==> src/rlc_defs.svh <==
`ifndef RLC_DEFS_SVH
`define RLC_DEFS_SVH

// register addresses on the serial link
`define RLC_ADDR_REF_OSC 5'h07
`define RLC_ADDR_SIF_CTRL 5'h18

// instruction byte fields
`define RLC_INS_READ_BIT 6
`define RLC_INS_ADDR_MSB 4

// reference/oscillator register fields
`define RLC_RO_SRC_BIT 5
`define RLC_RO_OSCOE_BIT 4
`define RLC_RO_REFPWR_BIT 3
`define RLC_RO_BUFPWR_BIT 2
`define RLC_RO_TWOV_BIT 1
`define RLC_RO_BANDGAP_BIT 0
`define RLC_RO_RESET 6'h00

// serial interface control fields, mirrored pairs
`define RLC_SC_LSB_HI 7
`define RLC_SC_TW_HI 6
`define RLC_SC_ER_HI 5
`define RLC_SC_ER_LO 2
`define RLC_SC_TW_LO 1
`define RLC_SC_LSB_LO 0
`define RLC_SC_RESET 6'h00

// answer to a read of an unmapped address
`define RLC_UNMAPPED_READ 8'h00

// internal oscillator timing
`define RLC_CORE_FREQ_KHZ 100000
`define RLC_OSC_FREQ_KHZ 2500
`define RLC_OSC_HALF_CYCLES (`RLC_CORE_FREQ_KHZ / (2 * `RLC_OSC_FREQ_KHZ))

`endif

==> src/rlc_pkg.sv <==
package rlc_pkg;

	typedef struct packed {
		logic src_sel;
		logic osc_oe;
		logic ref_pwr;
		logic buf_pwr;
		logic two_volt;
		logic bandgap;
	} rlc_refosc_type;

	typedef struct packed {
		logic lsb_hi;
		logic tw_hi;
		logic er_hi;
		logic er_lo;
		logic tw_lo;
		logic lsb_lo;
	} rlc_sifc_type;

	typedef enum logic [1:0] {
		RLC_VREF_2V5 = 2'h0,
		RLC_VREF_2V048 = 2'h1,
		RLC_VREF_1V15 = 2'h2
	} rlc_vref_type;

	typedef enum logic [2:0] {
		RLC_ST_CMD = 3'h1,
		RLC_ST_WR = 3'h2,
		RLC_ST_RD = 3'h4
	} rlc_state_type;

endpackage : rlc_pkg

==> src/rlc_config_regs.sv <==
// What this block does
// - reference/oscillator register at address seven
// - reference clock from oscillator or divided pin
// - oscillator enable drives conversion clock pin
// - source plus reference power runs oscillator
// - oscillator on if pin or bit high
// - all reference fields reset to zero
// - reference power follows its bit
// - buffer power follows its bit
// - bandgap wins, else two-volt picks level
// - mirrored serial control register at twenty-four
// - each mirrored pair is ORed
// - bit order chosen by low-order-first
// - symmetric write instruction decodes either order
// - two-wire drives data-in pin on reads
// - two-wire read data also on data-out
// - three-wire uses separate in and out
// - early release frees data-in on active edge
// - pin clock divided by one, two, four, eight
`timescale 1ns/1ns
`default_nettype none
`include "rlc_defs.svh"

module rlc_config_regs (
	input wire logic core_clk,
	input wire logic srst,
	input wire logic sclk_pin,
	input wire logic cs_n_pin,
	input wire logic din_pin_i,
	output logic din_pin_o,
	output logic din_pin_oe,
	output logic dout_pin_o,
	output logic dout_pin_oe,
	input wire logic conversion_clock_pin_pin_i,
	output logic conversion_clock_pin_pin_o,
	output logic conversion_clock_pin_pin_oe,
	input wire logic oscillator_force_pin,
	input wire logic [1:0] clock_divider_select,
	output logic ref_clk_tick,
	output logic osc_power_on,
	output logic reference_power_on,
	output logic ref_buffer_power_on,
	output rlc_pkg::rlc_vref_type ref_level,
	output logic low_order_first,
	output logic two_wire_select,
	output logic early_release_select
);
	import rlc_pkg::*;

	// ****************************************
	// helpers
	// ****************************************

	function automatic logic [7:0] shift_in(
		input logic [7:0] cur,
		input logic bit_in,
		input logic lsb_first
	);
		if (lsb_first) begin
			shift_in = {bit_in, cur[7:1]};
		end else begin
			shift_in = {cur[6:0], bit_in};
		end
	endfunction : shift_in

	function automatic rlc_vref_type pick_vref(input rlc_refosc_type ro);
		if (ro.bandgap) begin
			pick_vref = RLC_VREF_1V15;
		end else if (ro.two_volt) begin
			pick_vref = RLC_VREF_2V048;
		end else begin
			pick_vref = RLC_VREF_2V5;
		end
	endfunction : pick_vref

	// read data is picked from the address just received, not the stored one
	function automatic logic [7:0] read_value(input logic [4:0] a, input rlc_refosc_type ro, input rlc_sifc_type sc);
		case (a)
			`RLC_ADDR_REF_OSC: read_value = {2'h0, ro};
			`RLC_ADDR_SIF_CTRL: read_value = {sc.lsb_hi, sc.tw_hi, sc.er_hi, 2'h0,
				sc.er_lo, sc.tw_lo, sc.lsb_lo};
			default: read_value = `RLC_UNMAPPED_READ;
		endcase
	endfunction : read_value

	// ****************************************
	// pin synchronisers
	// ****************************************

	logic [1:0] sclk_sync;
	logic [1:0] cs_n_sync;
	logic [1:0] din_sync;
	logic [1:0] conversion_clock_pin_sync;
	logic [1:0] force_sync;
	logic sclk_prev;
	logic [1:0] next_sclk_sync;
	logic [1:0] next_cs_n_sync;
	logic [1:0] next_din_sync;
	logic [1:0] next_conversion_clock_pin_sync;
	logic [1:0] next_force_sync;

	always_comb begin
		next_sclk_sync = {sclk_sync[0], sclk_pin};
		next_cs_n_sync = {cs_n_sync[0], cs_n_pin};
		next_din_sync = {din_sync[0], din_pin_i};
		next_conversion_clock_pin_sync = {conversion_clock_pin_sync[0], conversion_clock_pin_pin_i};
		next_force_sync = {force_sync[0], oscillator_force_pin};
	end

	always_ff @(posedge core_clk) begin
		if (srst) begin
			sclk_sync <= 2'h0;
			cs_n_sync <= 2'h3;
			din_sync <= 2'h0;
			conversion_clock_pin_sync <= 2'h0;
			force_sync <= 2'h0;
			sclk_prev <= 1'b0;
		end else begin
			sclk_sync <= next_sclk_sync;
			cs_n_sync <= next_cs_n_sync;
			din_sync <= next_din_sync;
			conversion_clock_pin_sync <= next_conversion_clock_pin_sync;
			force_sync <= next_force_sync;
			sclk_prev <= sclk_sync[1];
		end
	end

	logic cs_active;
	logic sclk_rise;
	logic sclk_fall;

	// rising sclk is the active edge, falling the inactive one
	assign cs_active = !cs_n_sync[1];
	assign sclk_rise = cs_active && sclk_sync[1] && !sclk_prev;
	assign sclk_fall = cs_active && !sclk_sync[1] && sclk_prev;

	// ****************************************
	// registers
	// ****************************************

	rlc_refosc_type refosc;
	rlc_sifc_type sifc;
	logic lsb_eff;
	logic tw_eff;
	logic er_eff;

	assign lsb_eff = sifc.lsb_hi | sifc.lsb_lo;
	assign tw_eff = sifc.tw_hi | sifc.tw_lo;
	assign er_eff = sifc.er_hi | sifc.er_lo;

	// ****************************************
	// serial engine
	// ****************************************

	rlc_state_type state;
	rlc_state_type next_state;
	logic [7:0] shreg;
	logic [7:0] next_shreg;
	logic [2:0] bit_cnt;
	logic [2:0] next_bit_cnt;
	logic [4:0] addr;
	logic [4:0] next_addr;
	logic [7:0] tx_reg;
	logic [7:0] next_tx_reg;
	logic [7:0] rx_byte;
	logic byte_done;
	logic wr_commit;

	always_comb begin
		next_state = state;
		next_shreg = shreg;
		next_bit_cnt = bit_cnt;
		next_addr = addr;
		next_tx_reg = tx_reg;
		rx_byte = shift_in(shreg, din_sync[1], lsb_eff);
		byte_done = sclk_rise && (bit_cnt == 3'h7);
		wr_commit = 1'b0;
		if (!cs_active) begin
			next_state = RLC_ST_CMD;
			next_bit_cnt = 3'h0;
		end else begin
			if (sclk_rise) begin
				next_bit_cnt = bit_cnt + 3'h1;
				next_shreg = rx_byte;
			end
			if (sclk_fall && state == RLC_ST_RD) begin
				if (lsb_eff) begin
					next_tx_reg = {1'b0, tx_reg[7:1]};
				end else begin
					next_tx_reg = {tx_reg[6:0], 1'b0};
				end
			end
			case (state)
				RLC_ST_CMD: begin
					if (byte_done) begin
						next_addr = rx_byte[`RLC_INS_ADDR_MSB:0];
						if (rx_byte[`RLC_INS_READ_BIT]) begin
							next_state = RLC_ST_RD;
						end else begin
							next_state = RLC_ST_WR;
						end
					end
				end
				RLC_ST_WR: begin
					if (byte_done) begin
						wr_commit = 1'b1;
						next_state = RLC_ST_CMD;
					end
				end
				RLC_ST_RD: begin
					if (byte_done) begin
						next_state = RLC_ST_CMD;
					end
				end
				default: begin
					next_state = RLC_ST_CMD;
				end
			endcase
		end
		if (state == RLC_ST_CMD && next_state == RLC_ST_RD) begin
			next_tx_reg = read_value(next_addr, refosc, sifc);
		end
	end

	always_ff @(posedge core_clk) begin
		if (srst) begin
			state <= RLC_ST_CMD;
			shreg <= 8'h00;
			bit_cnt <= 3'h0;
			addr <= 5'h00;
			tx_reg <= 8'h00;
		end else begin
			state <= next_state;
			shreg <= next_shreg;
			bit_cnt <= next_bit_cnt;
			addr <= next_addr;
			tx_reg <= next_tx_reg;
		end
	end

	// ****************************************
	// register writes and derived controls
	// ****************************************

	rlc_refosc_type next_refosc;
	rlc_sifc_type next_sifc;
	logic next_osc_power_on;

	always_comb begin
		next_refosc = refosc;
		next_sifc = sifc;
		if (wr_commit && addr == `RLC_ADDR_REF_OSC) begin
			// reserved bits seven-six are dropped
			next_refosc = rlc_refosc_type'(rx_byte[5:0]);
		end
		if (wr_commit && addr == `RLC_ADDR_SIF_CTRL) begin
			// new order takes effect from the next byte
			next_sifc.lsb_hi = rx_byte[`RLC_SC_LSB_HI];
			next_sifc.tw_hi = rx_byte[`RLC_SC_TW_HI];
			next_sifc.er_hi = rx_byte[`RLC_SC_ER_HI];
			next_sifc.er_lo = rx_byte[`RLC_SC_ER_LO];
			next_sifc.tw_lo = rx_byte[`RLC_SC_TW_LO];
			next_sifc.lsb_lo = rx_byte[`RLC_SC_LSB_LO];
		end
		// source select alone already covers source plus reference power
		next_osc_power_on = force_sync[1] | next_refosc.osc_oe | next_refosc.src_sel;
	end

	always_ff @(posedge core_clk) begin
		if (srst) begin
			refosc <= `RLC_RO_RESET;
			sifc <= `RLC_SC_RESET;
			osc_power_on <= 1'b0;
			conversion_clock_pin_pin_oe <= 1'b0;
			reference_power_on <= 1'b0;
			ref_buffer_power_on <= 1'b0;
			ref_level <= RLC_VREF_2V5;
			low_order_first <= 1'b0;
			two_wire_select <= 1'b0;
			early_release_select <= 1'b0;
		end else begin
			refosc <= next_refosc;
			sifc <= next_sifc;
			osc_power_on <= next_osc_power_on;
			conversion_clock_pin_pin_oe <= next_refosc.osc_oe;
			reference_power_on <= next_refosc.ref_pwr;
			ref_buffer_power_on <= next_refosc.buf_pwr;
			ref_level <= pick_vref(next_refosc);
			low_order_first <= next_sifc.lsb_hi | next_sifc.lsb_lo;
			two_wire_select <= next_sifc.tw_hi | next_sifc.tw_lo;
			early_release_select <= next_sifc.er_hi | next_sifc.er_lo;
		end
	end

	// ****************************************
	// data pin drivers
	// ****************************************

	logic drive;
	logic next_drive;
	logic out_bit;
	logic next_out_bit;

	always_comb begin
		next_drive = drive;
		next_out_bit = out_bit;
		if (!cs_active) begin
			next_drive = 1'b0;
		end else if (sclk_fall && state == RLC_ST_RD) begin
			next_drive = 1'b1;
			next_out_bit = lsb_eff ? tx_reg[0] : tx_reg[7];
		end else if (sclk_fall) begin
			next_drive = 1'b0;
		end else if (byte_done && state == RLC_ST_RD && er_eff) begin
			// frees the line before an early host drives it again
			next_drive = 1'b0;
		end
	end

	always_ff @(posedge core_clk) begin
		if (srst) begin
			drive <= 1'b0;
			out_bit <= 1'b0;
			din_pin_o <= 1'b0;
			din_pin_oe <= 1'b0;
			dout_pin_o <= 1'b0;
			dout_pin_oe <= 1'b0;
		end else begin
			drive <= next_drive;
			out_bit <= next_out_bit;
			din_pin_o <= next_out_bit;
			din_pin_oe <= next_drive && tw_eff;
			dout_pin_o <= next_out_bit;
			dout_pin_oe <= next_drive;
		end
	end

	// ****************************************
	// reference clocking
	// ****************************************

	rlc_ref_clock u_ref_clock (
		.core_clk(core_clk),
		.srst(srst),
		.osc_on(osc_power_on),
		.ref_from_osc(refosc.src_sel),
		.conversion_clock_pin_sync(conversion_clock_pin_sync[1]),
		.div_sel(clock_divider_select),
		.osc_wave(conversion_clock_pin_pin_o),
		.ref_clk_tick(ref_clk_tick)
	);

endmodule : rlc_config_regs
`default_nettype wire

==> src/rlc_ref_clock.sv <==
`timescale 1ns/1ns
`default_nettype none
`include "rlc_defs.svh"

module rlc_ref_clock #(
	parameter int unsigned HALF_CYCLES = `RLC_OSC_HALF_CYCLES
) (
	input wire logic core_clk,
	input wire logic srst,
	input wire logic osc_on,
	input wire logic ref_from_osc,
	input wire logic conversion_clock_pin_sync,
	input wire logic [1:0] div_sel,
	output logic osc_wave,
	output logic ref_clk_tick
);
	import rlc_pkg::*;

	logic [7:0] osc_cnt;
	logic [7:0] next_osc_cnt;
	logic next_osc_wave;
	logic conversion_clock_pin_prev;
	logic [2:0] div_cnt;
	logic [2:0] next_div_cnt;
	logic next_ref_clk_tick;
	logic [2:0] div_mask;
	logic conversion_clock_pin_rise;

	always_comb begin
		next_osc_cnt = osc_cnt;
		next_osc_wave = osc_wave;
		next_div_cnt = div_cnt;
		next_ref_clk_tick = 1'b0;
		div_mask = 3'((4'h1 << div_sel) - 4'h1);
		conversion_clock_pin_rise = conversion_clock_pin_sync && !conversion_clock_pin_prev;
		// oscillator stops low when nobody asks for it
		if (!osc_on) begin
			next_osc_cnt = 8'h00;
			next_osc_wave = 1'b0;
		end else if (osc_cnt == 8'(HALF_CYCLES - 1)) begin
			next_osc_cnt = 8'h00;
			next_osc_wave = !osc_wave;
		end else begin
			next_osc_cnt = osc_cnt + 8'h01;
		end
		if (conversion_clock_pin_rise) begin
			next_div_cnt = div_cnt + 3'h1;
		end
		if (ref_from_osc) begin
			next_ref_clk_tick = osc_on && !osc_wave && next_osc_wave;
		end else begin
			next_ref_clk_tick = conversion_clock_pin_rise && ((div_cnt & div_mask) == div_mask);
		end
	end

	always_ff @(posedge core_clk) begin
		if (srst) begin
			osc_cnt <= 8'h00;
			osc_wave <= 1'b0;
			conversion_clock_pin_prev <= 1'b0;
			div_cnt <= 3'h0;
			ref_clk_tick <= 1'b0;
		end else begin
			osc_cnt <= next_osc_cnt;
			osc_wave <= next_osc_wave;
			conversion_clock_pin_prev <= conversion_clock_pin_sync;
			div_cnt <= next_div_cnt;
			ref_clk_tick <= next_ref_clk_tick;
		end
	end

endmodule : rlc_ref_clock
`default_nettype wire

==> config.mk <==
export PLATFORM = sky130hd
export DESIGN_NAME = rlc_config_regs
export DESIGN_NICKNAME = d
export VERILOG_FILES = /design/src/rlc_pkg.sv /design/src/rlc_config_regs.sv /design/src/rlc_ref_clock.sv
export VERILOG_INCLUDE_DIRS = /design/src
export SDC_FILE = /design/constraint.sdc
export NUM_CORES = 1
export LEC_CHECK = 0
export BUFFER_PORTS_ARGS = -buffer_cell sky130_fd_sc_hd__buf_2
export CORE_AREA = 2 2 83 101
export DETAILED_ROUTE_END_ITERATION = 10
export DIE_AREA = 0 0 85 103
export GPL_ROUTABILITY_DRIVEN = 0
export HOLD_SLACK_MARGIN = 0.08
export SETUP_SLACK_MARGIN = 0.15
export SLEW_MARGIN = 15
export SYNTH_ARGS = -nofsm -noshare
export SYNTH_HDL_FRONTEND = slang
export SYNTH_SLANG_ARGS = --single-unit
==> constraint.sdc <==
create_clock -name core_clk -period 3.03 [get_ports core_clk]
set_input_delay 0.4545 -clock core_clk [delete_from_list [all_inputs] [get_ports core_clk]]
set_output_delay 0.4545 -clock core_clk [all_outputs]
set_load 0.01 [all_outputs]
==> results of run 1 <==
==> per-layer routing <==
| metal | vias to the layer above | part of all wire | track usage |
|---|---|---|---|
| met5 | - | 0 | 0 |
| met4 | 0 | 0.032 | 0.114 |
| met3 | 18 | 0.042 | 0.0272 |
| met2 | 61 | 0.48 | 0.245 |
| met1 | 1133 | 0.45 | 0.187 |
| li1 | 1227 | - | - |
==> synth_stat cells (2+ instances only) <==
cell type,count
sky130_fd_sc_hd__a211oi_1,24
sky130_fd_sc_hd__a211oi_2,3
sky130_fd_sc_hd__a21oi_1,13
sky130_fd_sc_hd__a221oi_1,4
sky130_fd_sc_hd__a311oi_1,3
sky130_fd_sc_hd__a31oi_1,7
sky130_fd_sc_hd__and3_1,3
sky130_fd_sc_hd__buf_2,3
sky130_fd_sc_hd__buf_4,3
sky130_fd_sc_hd__clkbuf_1,10
sky130_fd_sc_hd__dfxtp_1,72
sky130_fd_sc_hd__ha_1,4
sky130_fd_sc_hd__inv_1,4
sky130_fd_sc_hd__mux2i_1,11
sky130_fd_sc_hd__nand2_1,21
sky130_fd_sc_hd__nand2b_1,3
sky130_fd_sc_hd__nand3_1,14
sky130_fd_sc_hd__nand3b_1,2
sky130_fd_sc_hd__nand4_1,4
sky130_fd_sc_hd__nor2_1,58
sky130_fd_sc_hd__nor2b_1,11
sky130_fd_sc_hd__nor3_1,9
sky130_fd_sc_hd__nor3b_1,5
sky130_fd_sc_hd__o21a_1,2
sky130_fd_sc_hd__o21ai_0,3
sky130_fd_sc_hd__or2_2,4
sky130_fd_sc_hd__or2b_1,2
sky130_fd_sc_hd__or3_1,2
sky130_fd_sc_hd__or3b_2,2
sky130_fd_sc_hd__xor2_1,8
==> critical path, cell delays in order (launching register included) <==
cell and delay (ps):
sky130_fd_sc_hd__dfxtp_1 350, sky130_fd_sc_hd__ha_1 160, sky130_fd_sc_hd__ha_1 220, sky130_fd_sc_hd__nor4bb_1 650, sky130_fd_sc_hd__o211ai_1 500, sky130_fd_sc_hd__a221oi_1 380
sky130_fd_sc_hd__nor4_1 100
==> how the worst max path moves through the flow <==
stage / slack, ps / start / cells after the start / endpoint
CTS: 540 / bit_cnt[0]$_SDFFE_PP0N_ / 6 / tx_reg[0]$_SDFFE_PP0P_
global placement: 630 / bit_cnt[0]$_SDFFE_PP0N_ / 7 / tx_reg[6]$_SDFFE_PP0P_
floorplan: 890 / bit_cnt[0]$_SDFFE_PP0N_ / 8 / refosc[4]$_SDFF_PP0_
global route: 330 / bit_cnt[1]$_SDFFE_PP0N_ / 7 / tx_reg[6]$_SDFFE_PP0P_
detailed placement: 560 / bit_cnt[0]$_SDFFE_PP0N_ / 6 / tx_reg[0]$_SDFFE_PP0P_
finish: 550 / bit_cnt[0]$_SDFFE_PP0N_ / 6 / tx_reg[0]$_SDFFE_PP0P_
==> logic make-up after synthesis <==
family                   Yosys count  synth area share
adder cells (fa/ha/maj)            4            0.0165
buffers and inverters             22            0.0346
XOR/XNOR                           9            0.0260
AO/OA/AOI/OAI                     66             0.157
AND/OR/NAND/NOR                  149             0.255
multiplexers                      11            0.0363
flip-flops                        72             0.475
==> area by class of cell <==
| class | instances | area, µm² | area share |
|---|---|---|---|
| flip-flops and latches | 72 | 1440 | 0.425 |
| clock buffers | 10 | 128 | 0.0376 |
| inverters | 4 | 15.0 | 0.00443 |
| well taps | 95 | 119 | 0.0350 |
| repair buffers | 28 | 153 | 0.0450 |
| multi-input cells | 239 | 1490 | 0.439 |
| clock inverters | 6 | 46.3 | 0.0136 |
==> metrics by stage <==
| step | power, mW | setup slack, ps | hold slack (ps) |
|---|---|---|---|
| 2_1_floorplan | 1.01 | 894 | 389 |
| 3_3_place_gp | 1.03 | 631 | 399 |
| 6_report | 1.67 | 547 | 283 |
| 4_1_cts | 1.69 | 539 | 280 |
| 3_5_place_dp | 1.03 | 564 | 399 |
| 5_1_grt | 1.73 | 334 | 293 |
==> power groups by stage <==
stage / clock network [mW] / registers, mW / logic (mW)
global route: 0.722 / 0.964 / 0.0484
detailed placement: 0 / 0.985 / 0.0436
finish: 0.665 / 0.963 / 0.0428
floorplan: 0 / 0.983 / 0.0314
CTS: 0.678 / 0.963 / 0.0437
global placement: 0 / 0.985 / 0.0429
==> flow_summary_export.csv, run 1 <==
group,metric,value,unit
outcome,result_of_the_run,"completed",
power_and_ir_drop,power.share.clock,0.398,
setup_path,cp_endpoint_kind,"register",
worst_hold_path,holdPathStages,2,
yosys,synth_nets,346,
yosys,yosys_most_used_dff,"sky130_fd_sc_hd__dfxtp_1",
timing,timing.max_slew.rel_slack,0.478,
timing,summed_negative_setup_slack_over_all_endpoints,0,ps
final_layout,post_layout_nonfiller_instances,454,
place,placedCellCount,438,
yosys,synth_largest_area_cell,"sky130_fd_sc_hd__dfxtp_1",
clocking,number_of_instances_resized_during_post_cts_repair,0,
clocking,ctsHtreeMaxLevel,3,
yosys,postSynthCellCount,333,
worst_hold_path,holdPathEnd,"cs_n_sync[0]$_SDFF_PP1_",
timing,unrepaired_setup_endpoints_after_global_routing,"no",
yosys,yosysSeqAreaShare,0.475,
yosys,yosys.area.top_type_share,0.475,
die,io_pins,24,
setup_path,r2r-start,"bit_cnt[0]$_SDFFE_PP0N_",
job,max_cap_violations,0,
die,die_h,103,µm
clocking,cts-hold-fix-buffers,0,
detailed_routing,detail_route.vias_per_cell,5.37,
setup_path,r2r_end,"tx_reg[0]$_SDFFE_PP0P_",
global_route,globalRouteOverflowTotal,0,
clocking,tritoncts_buffer_count,9,
timing,layout_min_cycle_time,2480,ps
power_and_ir_drop,netSwitchingPower,399,µW
power_and_ir_drop,power.share.combinational,0.026,
setup_path,worst-endpoint-required,3250,ps
timing,max_slew.worst_pin.slew,779,ps
die,chipWidth,85,µm
clocking,clock_tree.buffer_depth,2,
power_and_ir_drop,static-leakage-power,1.20,nW
global_route,grt_max_degree,32,
place,placement.cell_area,3220,µm²
power_and_ir_drop,netSwitchingFraction,0.239,
detailed_routing,final_antenna_net_count,0,
final_layout,final_nets,367,
timing,final.period_utilization,0.820,
final_layout,layout.core_utilization,0.430,
detailed_routing,num_vias,2439,
clocking,post-cts-setup-buffers,0,
place,hpwlAfterDp,4.55,mm
detailed_routing,firstDrtPassIters,4,
yosys,synth_area_per_cell,9.12,µm²
timing,clock.fmax,403,MHz
global_route,initial_antenna_violation_count,0,
final_layout,final_layout_fill_cell_count,767,
detailed_routing,routed_wire_length_per_instance,14.2,µm
setup_path,worst_path_maximum_fanout,9,
final_layout,most-common-layout-cells,"sky130_fd_sc_hd__dfxtp_1, sky130_fd_sc_hd__nor2_1, sky130_fd_sc_hd__a211oi_1",
final_layout,area_growth_syn_to_layout,11.7,%
die,design.die.area,8760,µm²
clocking,clock_insertion_delay_worst_skew,350,ps
clocking,clkSinkCount,72,
yosys,postSynthRegisterBits,72,
timing,hold_viol,0,
power_and_ir_drop,peakVddDrop,0.284,mV
power_and_ir_drop,cellInternalPower,1.27,mW
timing,finalSetupViolations,0,
yosys,synth_edf_count,0,
yosys,synth_area,3040,µm²
setup_path,cp_data_arrival_time,2710,ps
yosys,async_flop_share,0,
die,num_rows,36,
final_layout,insertedDiodeCount,0,
global_route,via_count_of_the_first_global_routing_pass,2172,
setup_path,worst-r2r-setup-slack,550,ps
die,floorplan.initialDensity,0.385,
detailed_routing,drc,0,
detailed_routing,drtIter0Drc,172,
final_layout,commonest_non_fill_non_tap_cell_in_the_layout,"sky130_fd_sc_hd__dfxtp_1",
global_route,grt_usage,0.154,
setup_path,start_kind,"register",
die,core_region_area,7880,µm²
setup_path,path_class,"register to register",
timing,final.setup_skew,7.68,ps
yosys,post_synth_num_cell_types,49,
final_layout,drive_above_1_share,0.162,
detailed_routing,routed_wl,6.47,mm
clocking,cts_root_cell,"sky130_fd_sc_hd__clkbuf_8",
clocking,worst_setup_hold_path_clk_slew,80,ps
worst_hold_path,start_point_of_the_worst_hold_path,"cs_n_pin",
final_layout,final_standard_cell_area_without_fillers,3390,µm²
power_and_ir_drop,pwr-share-seq,0.576,
power_and_ir_drop,power-per-cell-area,493,nW/µm²
global_route,wire_length_of_the_first_global_routing_pass,10.4,mm
setup_path,timing.reg2reg.worst_path_depth,6,
timing,report.final.slew_viol_count,0,
clocking,cts_tree,"built",
yosys,ys_top_cells_by_area,"sky130_fd_sc_hd__dfxtp_1, sky130_fd_sc_hd__nor2_1, sky130_fd_sc_hd__a211oi_1",
place,portBuffers,23,
yosys,syn_warnings,0,
worst_hold_path,hold_class,"primary input to register",
(Power assumes the default switching activity.)
==> inputs of run 2 (changes only) <==
==> constraint.sdc (replaced) <==
create_clock -name core_clk -period 2.3 [get_ports core_clk]
set_input_delay 0.345 -clock core_clk [delete_from_list [all_inputs] [get_ports core_clk]]
set_output_delay 0.345 -clock core_clk [all_outputs]
set_load 0.01 [all_outputs]
==> run 2 against run 1 <==
- combinational power rose by 38%
- total power rose by 39%
- clock-buffer cell count did not move
- critical endpoint is now sifc[5]$_SDFF_PP0_
- largest power group unchanged
- clock skew rose by 2.1 ps
==> flow_summary_export.csv, run 2 (synthesis gave the netlist of run 1 again) <==
group,metric,value,unit
clocking,cts_root_cell,"sky130_fd_sc_hd__clkbuf_8",
final_layout,commonest_non_fill_non_tap_cell_in_the_layout,"sky130_fd_sc_hd__dfxtp_1",
setup_path,worst_path_maximum_fanout,14,
die,io_pins,24,
timing,summed_negative_setup_slack_over_all_endpoints,0,ps
die,floorplan.initialDensity,0.385,
job,max_cap_violations,0,
timing,layout_min_cycle_time,2150,ps
global_route,globalRouteOverflowTotal,0,
die,die_h,103,µm
global_route,grt_use_met2,0.258,
die,chipWidth,85,µm
power_and_ir_drop,static-leakage-power,1.27,nW
detailed_routing,drc,0,
timing,final.setup_skew,9.75,ps
setup_path,cp_endpoint_kind,"register",
global_route,via_count_of_the_first_global_routing_pass,2216,
timing,finalSetupViolations,0,
clocking,clock_insertion_delay_worst_skew,350,ps
final_layout,insertedDiodeCount,0,
detailed_routing,num_vias,2419,
global_route,busiest_layer,"met2",
detailed_routing,routed_wl,6.59,mm
die,design.die.area,8760,µm²
clocking,worst_setup_hold_path_clk_slew,80,ps
global_route,grt_max_degree,27,
global_route,wire_length_of_the_first_global_routing_pass,10.6,mm
die,core_region_area,7880,µm²
timing,max_slew.worst_pin.slew,636,ps
clocking,tritoncts_buffer_count,9,
detailed_routing,detail_route.vias_per_cell,5.20,
final_layout,layout.core_utilization,0.450,
timing,unrepaired_setup_endpoints_after_global_routing,"yes",
setup_path,cp_data_arrival_time,2380,ps
final_layout,drive_above_1_share,0.197,
final_layout,area_growth_syn_to_layout,16.7,%
timing,postLayoutSetupSlackWorst,152,ps
final_layout,post_layout_nonfiller_instances,465,
setup_path,path_class,"register to register",
worst_hold_path,hold_class,"primary input to register",
place,portBuffers,23,
clocking,ctsHtreeMaxLevel,3,
detailed_routing,final_antenna_net_count,0,
timing,clock.fmax,466,MHz
global_route,grt_usage,0.156,
setup_path,start_kind,"register",
timing,hold_viol,0,
global_route,initial_antenna_violation_count,0,
final_layout,final_nets,378,
clocking,clkSinkCount,72,
timing,timing.max_slew.rel_slack,0.564,
global_route,met3_usage,0.0328,
detailed_routing,drtIter0Drc,171,
timing,report.final.slew_viol_count,0,
clocking,clock_tree.buffer_depth,2,
outcome,result_of_the_run,"completed",
setup_path,worst-endpoint-required,2530,ps
place,hpwlAfterDp,4.60,mm
global_route,global_route.usage.met1,0.185,
power_and_ir_drop,power-per-cell-area,657,nW/µm²
timing,final.period_utilization,0.934,
timing,hold_slack,177,ps
power_and_ir_drop,peakVddDrop,0.336,mV
final_layout,most-common-layout-cells,"sky130_fd_sc_hd__dfxtp_1, sky130_fd_sc_hd__nor2_1, sky130_fd_sc_hd__a211oi_1",
detailed_routing,routed_wire_length_per_instance,14.2,µm
die,num_rows,36,
detailed_routing,firstDrtPassIters,4,
final_layout,final_layout_fill_cell_count,765,
clocking,cts_tree,"built",
place,placedCellCount,443,
place,post-place-ws,130,ps
[run 2: metal layers]
metal | vias to the layer above | wire (µm)
met5 | - | 0
met3 | 16 | 229
met1 | 1112 | 2960
li1 | 1250 | -
met2 | 41 | 3170
met4 | 0 | 229
[run 2: per-stage QoR]
| stage | total power, mW | area, µm² |
|---|---|---|
| 3_5_place_dp | 1.36 | 3280 |
| 2_1_floorplan | 1.34 | 3040 |
| 5_1_grt | 2.41 | 3540 |
| 3_3_place_gp | 1.36 | 3280 |
| 4_1_cts | 2.36 | 3500 |
| 6_report | 2.33 | 3540 |
[run 2: critical path: stages, from the launching register on]
cell	delay (ps)
sky130_fd_sc_hd__dfxtp_2	340
sky130_fd_sc_hd__ha_2	190
sky130_fd_sc_hd__ha_4	150
sky130_fd_sc_hd__nand4bb_4	120
sky130_fd_sc_hd__or4b_4	570
sky130_fd_sc_hd__nor2_4	160
sky130_fd_sc_hd__buf_12	140
sky130_fd_sc_hd__nor2_1	60
sky130_fd_sc_hd__a211oi_1	310
[run 2: layout make-up]
cell class | count | area, µm² | area share
Multi-Input combinational cell | 239 | 1510 | 0.426
Sequential cell | 72 | 1440 | 0.407
Timing Repair Buffer | 39 | 260 | 0.0734
Clock buffer | 10 | 128 | 0.0360
Tap cell | 95 | 119 | 0.0335
Clock inverter | 6 | 67.6 | 0.0191
Inverter | 4 | 15.0 | 0.00424
[run 2: final timing paths]
kind / slack [ps] / cells past startpoint / startpoint / end
worst max-delay path: 150 / 8 / bit_cnt[0]$_SDFFE_PP0N_ / sifc[5]$_SDFF_PP0_
worst min-delay path: 180 / 2 / cs_n_pin / cs_n_sync[0]$_SDFF_PP1_
worst max register to register: 150 / 8 / bit_cnt[0]$_SDFFE_PP0N_ / sifc[5]$_SDFF_PP0_
worst min register to register: 410 / 1 / cs_n_sync[0]$_SDFF_PP1_ / cs_n_sync[1]$_SDFF_PP1_
[run 2: what timing repair did]
item                                    CTS  global route
hold buffers                              0             0
buffers inserted                          3             3
gates resized for setup                   1             5
pin swaps                                 1             1
endpoints found under the hold margin     0             0
endpoints found under the setup margin    7            20
[run 2: where the power goes]
group | leakage (nW) | switching, mW | internal [mW]
Combinational | 0.590 | 0.0348 | 0.0244
Clock | 0.0933 | 0.493 | 0.507
Sequential | 0.584 | 0.0101 | 1.26
